$ cat src/verilog/csps_exec_regs.svh
`ifndef CSPS_EXEC_REGS_SVH
`define CSPS_EXEC_REGS_SVH
// register word offsets on the avalon slave
`define CSPS_OFS_CMD     3'h0
`define CSPS_OFS_DST     3'h1
`define CSPS_OFS_SRC     3'h2
`define CSPS_OFS_FLAGS   3'h3
`define CSPS_OFS_PTRS    3'h4
`define CSPS_OFS_STATUS  3'h5
// opcodes handled here
`define CSPS_OPC_SUBB_IM 8'h36
`define CSPS_OPC_SETC    8'hdf
`define CSPS_OPC_ASR_R   8'hd0
`define CSPS_OPC_ASR_IR  8'hd1
`define CSPS_OPC_LDPTR   8'h31
`define CSPS_OPC_STOP    8'h7f
// pointer select codes in source bits 1:0
`define CSPS_SEL_BOTH    2'h0
`define CSPS_SEL_FIRST   2'h2
`define CSPS_SEL_SECOND  2'h1
// execution lengths in core clock cycles
`define CSPS_CYC_SHORT   3'h4
`define CSPS_CYC_LONG    3'h6
// status bit positions
`define CSPS_ST_BUSY     0
`define CSPS_ST_STOPPED  1
`define CSPS_ST_ILLEGAL  2
// reset values
`define CSPS_RST_BYTE    8'h00
`define CSPS_RST_FLAGS   6'h00
`endif

$ cat src/verilog/csps_pkg.sv
package csps_pkg;
    // flag byte as held by the core, c in bit 5 down to h in bit 0
    typedef struct packed {
        logic c;
        logic z;
        logic s;
        logic v;
        logic d;
        logic h;
    } csps_flags_s;
    // execution unit states
    typedef enum logic [1:0] {
        CSPS_IDLE,
        CSPS_EXEC,
        CSPS_STOPPED
    } csps_state_e;
endpackage : csps_pkg

$ cat src/verilog/csps_exec.sv
// Function
// - subtract source and carry from destination
// - set carry opcode sets c only
// - shift right keeps sign, c gets bit0
// - shift right opcodes d0 and d1
// - shift right sets z and s from result
// - shift right clears v, keeps d h
// - opcode 31 bits 1:0 choose pointers
// - single pointer takes source bits 7:3
// - both pointers: bits 7:4, bit3 0/1
// - single loads 50h and 68h land exactly
// - stop opcode 7f halts both clocks
// - stopped device retains all registers but the illegal bit, which a status write can clear
// - only reset or external interrupt wakes
//
// Chosen here: the placing of the registers and the Avalon-MM register port.
`timescale 1ns/100ps
`include "csps_exec_regs.svh"
module csps_exec (
    input  wire logic        core_clk,
    input  wire logic        reset_n,
    input  wire logic [2:0]  avs_address,
    input  wire logic        avs_read,
    input  wire logic        avs_write,
    input  wire logic [31:0] avs_writedata,
    output logic      [31:0] avs_readdata,
    output logic             avs_waitrequest,
    input  wire logic        ext_irq,
    output logic             cpu_clk_en,
    output logic             sys_clk_en
);
    csps_pkg::csps_state_e state;          // execution state
    csps_pkg::csps_state_e next_state;     // its next value
    csps_pkg::csps_flags_s flags;          // flag register
    csps_pkg::csps_flags_s next_flags;     // flags after completion
    logic [7:0]            dst_op;         // destination operand
    logic [7:0]            src_op;         // source operand
    logic [7:0]            opcode;         // opcode in flight
    logic [7:0]            first_reg_pointer;
    logic [7:0]            second_reg_pointer;
    logic [7:0]            next_dst;       // destination after completion
    logic [7:0]            next_first;     // first pointer after completion
    logic [7:0]            next_second;    // second pointer after completion
    logic [2:0]            cyc_cnt;        // cycles left in the instruction
    logic                  illegal;        // sticky bad opcode flag
    logic                  acc_q;          // bus answer cycle
    // bus decode
    wire        bus_req   = avs_read | avs_write;
    wire        sel_cmd   = avs_address == `CSPS_OFS_CMD;
    wire        exec_busy = state == csps_pkg::CSPS_EXEC;
    wire        stopped   = state == csps_pkg::CSPS_STOPPED;
    // a command write waits until the running instruction is done
    wire        bus_hold  = avs_write & sel_cmd & exec_busy;
    wire        bus_start = bus_req & ~acc_q & ~bus_hold;
    wire        wr_take   = avs_write & acc_q;
    // register writes other than the status clear are frozen while stopped
    wire        wr_live   = wr_take & ~stopped;
    wire        wr_dst    = wr_live & (avs_address == `CSPS_OFS_DST);
    wire        wr_src    = wr_live & (avs_address == `CSPS_OFS_SRC);
    wire        wr_flags  = wr_live & (avs_address == `CSPS_OFS_FLAGS);
    wire        wr_ptrs   = wr_live & (avs_address == `CSPS_OFS_PTRS);
    wire        wr_status = wr_take & (avs_address == `CSPS_OFS_STATUS);
    wire        launch    = wr_live & sel_cmd & ~exec_busy;
    wire [7:0]  new_opc   = avs_writedata[7:0];
    // opcode decode
    wire        opc_long  = new_opc == `CSPS_OPC_SUBB_IM;
    wire        opc_known = opc_long
                          | (new_opc == `CSPS_OPC_SETC)
                          | (new_opc == `CSPS_OPC_ASR_R)
                          | (new_opc == `CSPS_OPC_ASR_IR)
                          | (new_opc == `CSPS_OPC_LDPTR)
                          | (new_opc == `CSPS_OPC_STOP);
    wire        go        = launch & opc_known;
    wire        bad       = launch & ~opc_known;
    wire        finish    = exec_busy & (cyc_cnt == 3'h1);
    // subtract with borrow datapath
    wire [8:0]  subb_diff = {1'b0, dst_op} - {1'b0, src_op} - {8'h00, flags.c};
    wire [4:0]  subb_half = {1'b0, dst_op[3:0]} - {1'b0, src_op[3:0]}
                          - {4'h0, flags.c};
    wire [7:0]  subb_res  = subb_diff[7:0];
    wire        subb_ovf  = (dst_op[7] != src_op[7]) & (subb_res[7] == src_op[7]);
    // arithmetic shift right datapath
    wire [7:0]  asr_res   = {dst_op[7], dst_op[7:1]};
    wire        is_asr    = (opcode == `CSPS_OPC_ASR_R) | (opcode == `CSPS_OPC_ASR_IR);
    wire [1:0]  ptr_sel   = src_op[1:0];
    // read mux
    wire [7:0]  status    = {5'h00, illegal, stopped, exec_busy};
    logic [31:0] rd_mux;

    // read data selection, unmapped words read zero
    always_comb begin
        case (avs_address)
            `CSPS_OFS_CMD:    rd_mux = {24'h000000, opcode};
            `CSPS_OFS_DST:    rd_mux = {24'h000000, dst_op};
            `CSPS_OFS_SRC:    rd_mux = {24'h000000, src_op};
            `CSPS_OFS_FLAGS:  rd_mux = {26'h0000000, flags};
            `CSPS_OFS_PTRS:   rd_mux = {16'h0000, second_reg_pointer, first_reg_pointer};
            `CSPS_OFS_STATUS: rd_mux = {24'h000000, status};
            default:          rd_mux = 32'h00000000;
        endcase
    end

    assign avs_waitrequest = bus_req & ~acc_q;

    // bus answer: one wait cycle, read data captured with it
    always_ff @(posedge core_clk) begin
        if (!reset_n) begin
            acc_q        <= 1'b0;
            avs_readdata <= 32'h00000000;
        end else begin
            acc_q <= bus_start;
            if (bus_start) begin
                avs_readdata <= rd_mux;
            end
        end
    end

    // results of the instruction in flight
    always_comb begin
        next_dst    = dst_op;
        next_flags  = flags;
        next_first  = first_reg_pointer;
        next_second = second_reg_pointer;
        case (opcode)
            `CSPS_OPC_SUBB_IM: begin
                next_dst     = subb_res;
                next_flags.c = subb_diff[8];
                next_flags.z = subb_res == 8'h00;
                next_flags.s = subb_res[7];
                next_flags.v = subb_ovf;
                next_flags.d = 1'b1;
                next_flags.h = subb_half[4];
            end
            `CSPS_OPC_SETC: begin
                next_flags.c = 1'b1;
            end
            `CSPS_OPC_ASR_R, `CSPS_OPC_ASR_IR: begin
                next_dst     = asr_res;
                next_flags.c = dst_op[0];
                next_flags.z = asr_res == 8'h00;
                next_flags.s = asr_res[7];
                next_flags.v = 1'b0;
            end
            `CSPS_OPC_LDPTR: begin
                // flags untouched for every selection
                case (ptr_sel)
                    `CSPS_SEL_BOTH: begin
                        next_first  = {src_op[7:4], 1'b0, first_reg_pointer[2:0]};
                        next_second = {src_op[7:4], 1'b1, second_reg_pointer[2:0]};
                    end
                    `CSPS_SEL_FIRST: begin
                        next_first  = {src_op[7:3], first_reg_pointer[2:0]};
                    end
                    `CSPS_SEL_SECOND: begin
                        next_second = {src_op[7:3], second_reg_pointer[2:0]};
                    end
                    default: begin
                        // select 11 leaves both pointers alone
                        next_first  = first_reg_pointer;
                    end
                endcase
            end
            default: begin
                // stop changes no flag or operand
                next_dst = dst_op;
            end
        endcase
    end

    // state sequencing
    always_comb begin
        next_state = state;
        case (state)
            csps_pkg::CSPS_IDLE: begin
                if (go) begin
                    next_state = csps_pkg::CSPS_EXEC;
                end
            end
            csps_pkg::CSPS_EXEC: begin
                if (finish && opcode == `CSPS_OPC_STOP) begin
                    next_state = csps_pkg::CSPS_STOPPED;
                end else if (finish) begin
                    next_state = csps_pkg::CSPS_IDLE;
                end
            end
            csps_pkg::CSPS_STOPPED: begin
                if (ext_irq) begin
                    next_state = csps_pkg::CSPS_IDLE;
                end
            end
            default: begin
                next_state = csps_pkg::CSPS_IDLE;
            end
        endcase
    end

    // state, cycle counter and clock enables
    always_ff @(posedge core_clk) begin
        if (!reset_n) begin
            state      <= csps_pkg::CSPS_IDLE;
            cyc_cnt    <= 3'h0;
            cpu_clk_en <= 1'b1;
            sys_clk_en <= 1'b1;
        end else begin
            state      <= next_state;
            cpu_clk_en <= next_state != csps_pkg::CSPS_STOPPED;
            sys_clk_en <= next_state != csps_pkg::CSPS_STOPPED;
            if (go) begin
                cyc_cnt <= opc_long ? `CSPS_CYC_LONG : `CSPS_CYC_SHORT;
            end else if (exec_busy) begin
                cyc_cnt <= cyc_cnt - 3'h1;
            end
        end
    end

    // operand and opcode registers
    always_ff @(posedge core_clk) begin
        if (!reset_n) begin
            dst_op <= `CSPS_RST_BYTE;
            src_op <= `CSPS_RST_BYTE;
            opcode <= `CSPS_RST_BYTE;
        end else begin
            if (finish) begin
                dst_op <= next_dst;
            end else if (wr_dst && !exec_busy) begin
                dst_op <= avs_writedata[7:0];
            end
            if (wr_src && !exec_busy) begin
                src_op <= avs_writedata[7:0];
            end
            if (go) begin
                opcode <= new_opc;
            end
        end
    end

    // flags and register pointers
    always_ff @(posedge core_clk) begin
        if (!reset_n) begin
            flags              <= csps_pkg::csps_flags_s'(`CSPS_RST_FLAGS);
            first_reg_pointer  <= `CSPS_RST_BYTE;
            second_reg_pointer <= `CSPS_RST_BYTE;
        end else if (finish) begin
            flags              <= next_flags;
            first_reg_pointer  <= next_first;
            second_reg_pointer <= next_second;
        end else if (!exec_busy) begin
            if (wr_flags) begin
                flags <= csps_pkg::csps_flags_s'(avs_writedata[5:0]);
            end
            if (wr_ptrs) begin
                first_reg_pointer  <= avs_writedata[7:0];
                second_reg_pointer <= avs_writedata[15:8];
            end
        end
    end

    // sticky bad opcode flag, a new event wins over the clear
    always_ff @(posedge core_clk) begin
        if (!reset_n) begin
            illegal <= 1'b0;
        end else if (bad) begin
            illegal <= 1'b1;
        end else if (wr_status && avs_writedata[`CSPS_ST_ILLEGAL]) begin
            illegal <= 1'b0;
        end
    end

    // checks on the datapath and the stop sequence
    a_subb_result: assert property (@(posedge core_clk) disable iff (!reset_n)
        finish && opcode == `CSPS_OPC_SUBB_IM |=>
            dst_op == 8'($past(dst_op) - $past(src_op) - 8'($past(flags.c))))
        else $error("subtract with borrow result wrong");
    a_setc_carry: assert property (@(posedge core_clk) disable iff (!reset_n)
        finish && opcode == `CSPS_OPC_SETC |=>
            flags.c && flags[4:0] == $past(flags[4:0]) && dst_op == $past(dst_op))
        else $error("set carry changed more than c");
    a_setc_length: assert property (@(posedge core_clk) disable iff (!reset_n)
        go && new_opc == `CSPS_OPC_SETC |=> exec_busy [*4] ##1 !exec_busy)
        else $error("set carry not four cycles");
    a_asr_shift: assert property (@(posedge core_clk) disable iff (!reset_n)
        finish && is_asr |=> dst_op[7:6] == {2{$past(dst_op[7])}}
            && dst_op[5:0] == $past(dst_op[6:1]) && flags.c == $past(dst_op[0]))
        else $error("shift right result wrong");
    a_asr_flags: assert property (@(posedge core_clk) disable iff (!reset_n)
        finish && is_asr |=> flags.z == (dst_op == 8'h00) && flags.s == dst_op[7])
        else $error("shift right z or s wrong");
    a_asr_keep_dh: assert property (@(posedge core_clk) disable iff (!reset_n)
        finish && is_asr |=> !flags.v && flags.d == $past(flags.d)
            && flags.h == $past(flags.h))
        else $error("shift right v d or h wrong");
    // pointer loads
    a_ptr_both: assert property (@(posedge core_clk) disable iff (!reset_n)
        finish && opcode == `CSPS_OPC_LDPTR && ptr_sel == `CSPS_SEL_BOTH |=>
            first_reg_pointer[7:3] == {$past(src_op[7:4]), 1'b0}
            && second_reg_pointer[7:3] == {$past(src_op[7:4]), 1'b1})
        else $error("both pointer load wrong");
    a_ptr_first: assert property (@(posedge core_clk) disable iff (!reset_n)
        finish && opcode == `CSPS_OPC_LDPTR && ptr_sel == `CSPS_SEL_FIRST |=>
            first_reg_pointer[7:3] == $past(src_op[7:3])
            && $stable(second_reg_pointer) && $stable(flags))
        else $error("first pointer load wrong");
    a_ptr_second: assert property (@(posedge core_clk) disable iff (!reset_n)
        finish && opcode == `CSPS_OPC_LDPTR && ptr_sel == `CSPS_SEL_SECOND |=>
            second_reg_pointer[7:3] == $past(src_op[7:3])
            && $stable(first_reg_pointer) && $stable(flags))
        else $error("second pointer load wrong");
    a_ptr_keep_low: assert property (@(posedge core_clk) disable iff (!reset_n)
        finish && opcode == `CSPS_OPC_LDPTR |=>
            first_reg_pointer[2:0] == $past(first_reg_pointer[2:0])
            && second_reg_pointer[2:0] == $past(second_reg_pointer[2:0]))
        else $error("pointer low bits changed");
    a_ptr_first_exact: assert property (@(posedge core_clk) disable iff (!reset_n)
        finish && opcode == `CSPS_OPC_LDPTR && src_op == 8'h52
            && first_reg_pointer[2:0] == 3'h0 |=> first_reg_pointer == 8'h50)
        else $error("first pointer not at 50h");
    a_ptr_second_exact: assert property (@(posedge core_clk) disable iff (!reset_n)
        finish && opcode == `CSPS_OPC_LDPTR && src_op == 8'h69
            && second_reg_pointer[2:0] == 3'h0 |=> second_reg_pointer == 8'h68)
        else $error("second pointer not at 68h");
    a_ptr_sel_none: assert property (@(posedge core_clk) disable iff (!reset_n)
        finish && opcode == `CSPS_OPC_LDPTR && ptr_sel == 2'h3 |=>
            $stable(first_reg_pointer) && $stable(second_reg_pointer))
        else $error("select 11 moved a pointer");
    // stop entry and wake
    a_stop_entry: assert property (@(posedge core_clk) disable iff (!reset_n)
        finish && opcode == `CSPS_OPC_STOP |=> stopped && !cpu_clk_en && !sys_clk_en)
        else $error("stop opcode did not halt");
    a_wake_by_irq: assert property (@(posedge core_clk) disable iff (!reset_n)
        stopped && ext_irq |=> !stopped && cpu_clk_en && sys_clk_en)
        else $error("interrupt did not wake");
    a_stop_clocks: assert property (@(posedge core_clk) disable iff (!reset_n)
        stopped |-> !cpu_clk_en && !sys_clk_en)
        else $error("clocks run while stopped");
    a_stop_retain: assert property (@(posedge core_clk) disable iff (!reset_n)
        stopped && $past(stopped) |-> $stable({dst_op, src_op, flags,
            first_reg_pointer, second_reg_pointer}))
        else $error("state lost while stopped");
    a_stop_wake: assert property (@(posedge core_clk) disable iff (!reset_n)
        stopped |=> stopped || $past(ext_irq))
        else $error("stop left without wake");
endmodule : csps_exec

$ cat config.mk
export PLATFORM = sky130hd
export DESIGN_NAME = csps_exec
export DESIGN_NICKNAME = d
export VERILOG_FILES = /design/src/verilog/csps_pkg.sv /design/src/verilog/csps_exec.sv
export VERILOG_INCLUDE_DIRS = /design/src /design/src/verilog
export SDC_FILE = /design/constraint.sdc
export NUM_CORES = 1
export LEC_CHECK = 0
export ABC_AREA = 1
export BUFFER_PORTS_ARGS = -buffer_cell sky130_fd_sc_hd__buf_4
export CAP_MARGIN = 20
export CORE_MARGIN = 8
export CORE_UTILIZATION = 50
export CTS_CLUSTER_SIZE = 25
export DETAILED_ROUTE_END_ITERATION = 6
export GPL_TIMING_DRIVEN = 0
export PLACE_DENSITY = 0.73
export SLEW_MARGIN = 25
export SYNTH_ARGS = -nofsm -noshare
export SYNTH_HDL_FRONTEND = slang
export SYNTH_SLANG_ARGS = --single-unit
$ cat constraint.sdc
create_clock -name core_clk -period 2.92 [get_ports core_clk]
set_input_delay 0.146 -clock core_clk [delete_from_list [all_inputs] [get_ports core_clk]]
set_output_delay 0.146 -clock core_clk [all_outputs]
set_load 0.1 [all_outputs]
## Word-level counts from Yosys, hierarchy flattened

Index checks and enable logic that the tools add are counted.

- Mux-type cells: 30
- Reduce and logical (&&, ||, !) cells: 24
- Bitwise operators: 29
- Equal/unequal tests: 33
- $add $sub $neg: 5

Operators by type and width:

| cell | number |
|---|---|
| $pmux 16 s6 | 1 |
| $mux 8 | 10 |
| $eq 8x8->1 const B | 6 |
| $pmux 8 s2 | 3 |
| $eq 8x6->1 const B | 4 |
| $mux 6 | 3 |
| $and 1x1->1 | 17 |
| $eq 8x7->1 const B | 2 |
| $logic_not 8->1 | 2 |
| $reduce_and 3->1 | 5 |
| $mux 2 | 6 |
| $reduce_bool 2->1 | 5 |
| $ne 3x1->1 const B | 3 |
| $sub 8x8->9 | 1 |
| $sub 9x1->9 | 1 |
| $reduce_and 4->1 | 2 |
| $eq 3x1->1 const B | 2 |
| $eq 3x2->1 const B | 2 |
| $eq 3x3->1 const B | 2 |
| $mux 3 | 2 |
| $ne 2x1->1 const B | 3 |
| $not 1->1 | 6 |
| $or 1x1->1 | 6 |
| $pmux 2 s3 | 1 |
| other kinds (18) | 26 |

- Register bits after elaboration: 86
- Output and inout port bits: 35
- Bits of input ports: 40

## Logic depth before layout (Yosys ltp)

- Depth after elaboration: 10
- Gate-level depth with buffers: 16

## Worst setup path before layout

OpenSTA, ideal clock, no wires.

- Path type: flip-flop to flip-flop
- From: register acc_q
- To: register avs_readdata[2]
- Stages on the path, launching flop included: 7
- Setup time: 0.118 ns
- Data arrival time: 2.440 ns
- Clock period less this slack: 2.558 ns
- Data required time: 2.802 ns
- Setup slack: 0.362 ns
- Path through: dfxtp_1 -> nor2_1 -> nand2_1 -> clkinv_1 -> nand4_1 -> o211ai_1 -> inv_1

- Word-level cells in the longest chain between the ends: 3

Ends and longest elaborated chain:

| element | RTL line | RTL |
|---|---|---|
| from (decl) | csps_exec.sv:46 | `logic acc_q;` |
| from (signal assigned) | csps_exec.sv:111 | `acc_q <= bus_start;` |
| $not 1->1 | -- |  |
| $and 1x1->1 | -- |  |
| net avs_waitrequest | csps_exec.sv:27 | `output logic avs_waitrequest,` |
| $and 1x1->1 | csps_exec.sv:54 | `wire bus_start = bus_req & ~acc_q & ~bus_hold;` |
| to (signal assigned) | csps_exec.sv:113 | `avs_readdata <= rd_mux;` |
| to (decl) | csps_exec.sv:26 | `output logic [31:0] avs_readdata,` |

The timed path passes the listed nets, and every way through them passes these cells.
A chain may end at the register's enable or synchronous reset.

## Worst setup path after layout

- From: register src_op[0]
- To: register flags[4] (netlist bit)

- Word-level cells in the longest chain between the ends: 5

Ends and longest elaborated chain:

| element | RTL line | RTL |
|---|---|---|
| from (decl) | csps_exec.sv:37 | `logic [7:0] src_op;` |
| from (signal assigned) | csps_exec.sv:220 | `` src_op <= `CSPS_RST_BYTE; `` |
| from (signal assigned) | csps_exec.sv:229 | `src_op <= avs_writedata[7:0];` |
| $sub 8x8->9 | csps_exec.sv:77 | `wire [8:0] subb_diff = {1'b0, dst_op} - {1'b0, src_op} - {8'h00, flags.c};` |
| $sub 9x1->9 | csps_exec.sv:77 |  |
| $logic_not 8->1 | csps_exec.sv:128 | `next_flags.z = subb_res == 8'h00;` |
| $pmux 3 s2 | csps_exec.sv:124 | `case (opcode)` |
| $mux 6 | csps_exec.sv:243 | `end else if (finish) begin` |
| to (signal assigned) | csps_exec.sv:240 | `` flags <= csps_pkg::csps_flags_s'(`CSPS_RST_FLAGS); `` |
| to (signal assigned) | csps_exec.sv:244 | `flags <= next_flags;` |
| to (signal assigned) | csps_exec.sv:249 | `flags <= csps_pkg::csps_flags_s'(avs_writedata[5:0]);` |
| to (decl) | csps_exec.sv:34 | `csps_pkg::csps_flags_s flags;` |

Every way passes these cells.

==> impl_metrics.tcl <==
set metrics [dict create \
    grt_setup_unrepaired "no" \
    post_cts_resized 0 \
    h-tree-depth 3 \
    yosysWarnings 0 \
    first_global_vias 3958 \
    cts_setup_buffers 0 \
    grtUsageMet3_pct 5.80 \
    powerDensity_nw_per_um2 459 \
    core_area_um2 7770 \
    start_util_pct 52.0 \
    worstSetupPathType "register to register" \
    maxCapViolations 0 \
    drive_above_1_share_pct 16.3 \
    clk_pin_slew_ns 0.08 \
    grt_overflow 0 \
    use_met2_pct 34.2 \
    synth_edf_count 0 \
    antenna_found_initial 0 \
    cts_tree "built" \
    netlist_instances 583 \
    yosysSeqAreaShare_pct 34.7 \
    grt_start_max_net_pins 15 \
    cp_max_fo 5 \
    slew_viol_final 0 \
    clock_path_buffers 2 \
    ys_ff_latch 70 \
    synth.distinct_cells 42 \
    hold_viol_final 0 \
    fin_hold_ws_ns 0.00897 \
    relSlewSlack_pct 60.4 \
    muxShareOfSynthArea_pct 0 \
    die_area_um2 11200 \
    fin_tns_setup_ns 0 \
    antenna_cells 0 \
    cts_buffers 9 \
    insertion_delay_ns 0.36 \
    status "finished, final reports clean" \
    post-route-period-util_pct 84.0 \
    tightest_slew_ns 0.593 \
    die_w_um 106 \
    drcViolationCount 0 \
    portBuffers 41 \
    synth_compound_area_share_pct 20.4 \
    grt_use_total_pct 22.2 \
    synth_top_family_by_area "simple AND/OR/NAND/NOR gates" \
    max_freq_ghz 0.408 \
    hold_path.class "input port to register" \
    synth_flop_cell "dfxtp_1" \
    fin_crit_ns 2.45 \
    syn_avg_cell_area_um2 6.93 \
    critPathCaptureType "register" \
    numClockSinks 70 \
    worstPathRequired_ns 3.21 \
    start_kind "register" \
    wl_per_cell_um 16.3 \
    async_reset_ff_share_pct 0 \
    drtPass1Iterations 5 \
    busiest_layer "met2" \
    io_pins 75 \
    grtUsageMet1_pct 28.3 \
    setup_viol 0 \
    routed_wl_um 12300 \
    drt-initial-drc-count 408 \
    syn-cell-area_um2 4040 \
    finClkSkew_ns 0.0113 \
    cts-hold-fix-buffers 0 \
    die_h_um 106 \
    grt_pass1_wl_um 20000 \
    synth-xor-area-share_pct 0.650 \
    clock-root-buffer "clkbuf_8" \
    syn2layout_area_growth_pct 17.2 \
    vias 4182 \
    final_util_pct 61.0 \
    ir_worst_vdd_v 0.000229 \
    p_leak_nw 2.21 \
    yosys.area_share.adder_pct 5.95 \
    place_hpwl_um 9610 \
    place_congestion 0.960 \
    yosys.area_share.simple_pct 25.5 \
    row_count 32 \
    vias_per_cell 5.52 \
    nets 708 \
    final_antenna_net_count 0 \
    critPathArrivalTime_ns 2.75 \
]
==> critical path, stage by stage, from the launching register on <==
cell	delay, ns
dfxtp_1	0.34
inv_1	0.13
fa_1	0.45
fa_1	0.42
inv_1	0.07
nand2_1	0.04
nand2_1	0.07
nand2_1	0.11
inv_1	0.09
nor2_1	0.04
nor2_1	0.15
nand2_1	0.07
nor2_1	0.09
nand2_1	0.06
nand2_1	0.06
nand2_1	0.05
a21oi_1	0.14
==> layout by cell type (no fill, tap or decap), drive strengths merged, types with 16 or more instances in the layout <==
cell    instances
ha             16
nor2           50
clkbuf         17
inv            86
o21ai          64
nand2         117
buf            65
a21oi          46
dfxtp          70
conb           16
nand3          32
==> layer usage <==
metal  vias up  part of all wire, %
met2       177                   46
met5         -                    0
met3        33                  8.4
li1       2053                    -
met4         0                  3.1
met1      1919                   43
==> through the flow <==
step                setup WS, ns  power [mW]  cells  instance area [µm²]
CTS                        0.465        2.18    757                 4740
floorplan                  0.362        1.28    598                 4100
finish                     0.466        2.17    757                 4740
detailed placement         0.489        1.37    741                 4530
global route               0.250        2.25    757                 4740
global placement           0.544        1.36    741                 4530
==> sequential cells by signal (all words and copies together), names as in the netlist, 3 cells and up <==
register            flops
avs_readdata           16
dst_op                  8
first_reg_pointer       8
opcode                  8
second_reg_pointer      8
src_op                  8
flags                   6
cyc_cnt                 3
==> power by group <==
| part | switching [mW] | internal (mW) |
|---|---|---|
| sequential | 0.00918 | 0.966 |
| clock | 0.419 | 0.406 |
| combinational | 0.276 | 0.0976 |
==> cells in the mapped netlist, types with 2 or more instances <==
library cell | n | area, µm²
nand2_4 | 2 | 22.5
fa_1 | 2 | 40.0
a31oi_1 | 11 | 68.8
buf_4 | 18 | 135
nor2_4 | 2 | 22.5
o31ai_1 | 2 | 15.0
ha_1 | 16 | 200
inv_1 | 76 | 285
nand3b_1 | 2 | 15.0
nor2_2 | 3 | 18.8
a211oi_1 | 4 | 30.0
dfxtp_1 | 70 | 1400
inv_2 | 7 | 26.3
o21ai_1 | 20 | 100
nand4_1 | 8 | 50.1
nor3_1 | 11 | 55.1
nand3_1 | 32 | 160
nand2_2 | 5 | 31.3
buf_2 | 5 | 25.0
nor4_1 | 2 | 12.5
clkbuf_1 | 8 | 30.0
o211ai_1 | 6 | 45.0
o21ai_0 | 42 | 210
o22ai_1 | 9 | 56.3
or2_2 | 2 | 12.5
nand2_1 | 110 | 413
xnor2_1 | 3 | 26.3
o21ai_2 | 2 | 17.5
nor2_1 | 45 | 169
a21oi_1 | 46 | 230
==> area by class of cell <==
cell class / count / area (µm²)
Inverter: 84 / 315
Multi-Input combinational cell: 412 / 2180
Clock inverter: 7 / 81.3
Clock buffer: 9 / 124
Buffer: 32 / 201
Fill cell: 761 / 3030
Timing Repair Buffer: 41 / 308
Sequential cell: 70 / 1400
Tap cell: 102 / 128
==> kinds of logic after synthesis <==
logic type | Yosys count
other cells | 1
fa+ha+maj | 18
flops | 70
compound gates | 148
buf+inv | 116
xor+xnor | 3
simple gates | 227
==> worst paths after layout <==
path,cells after the start,startpoint,slack [ns],endpoint
setup reg to reg,16,src_op[0],0.47,flags[4]
setup / recovery,16,src_op[0],0.47,flags[4]
hold reg to reg,2,avs_readdata[5],0.47,avs_readdata[5]
hold / removal,3,avs_writedata[10],0.009,second_reg_pointer[2]
Power figures use the tool's default switching activity.
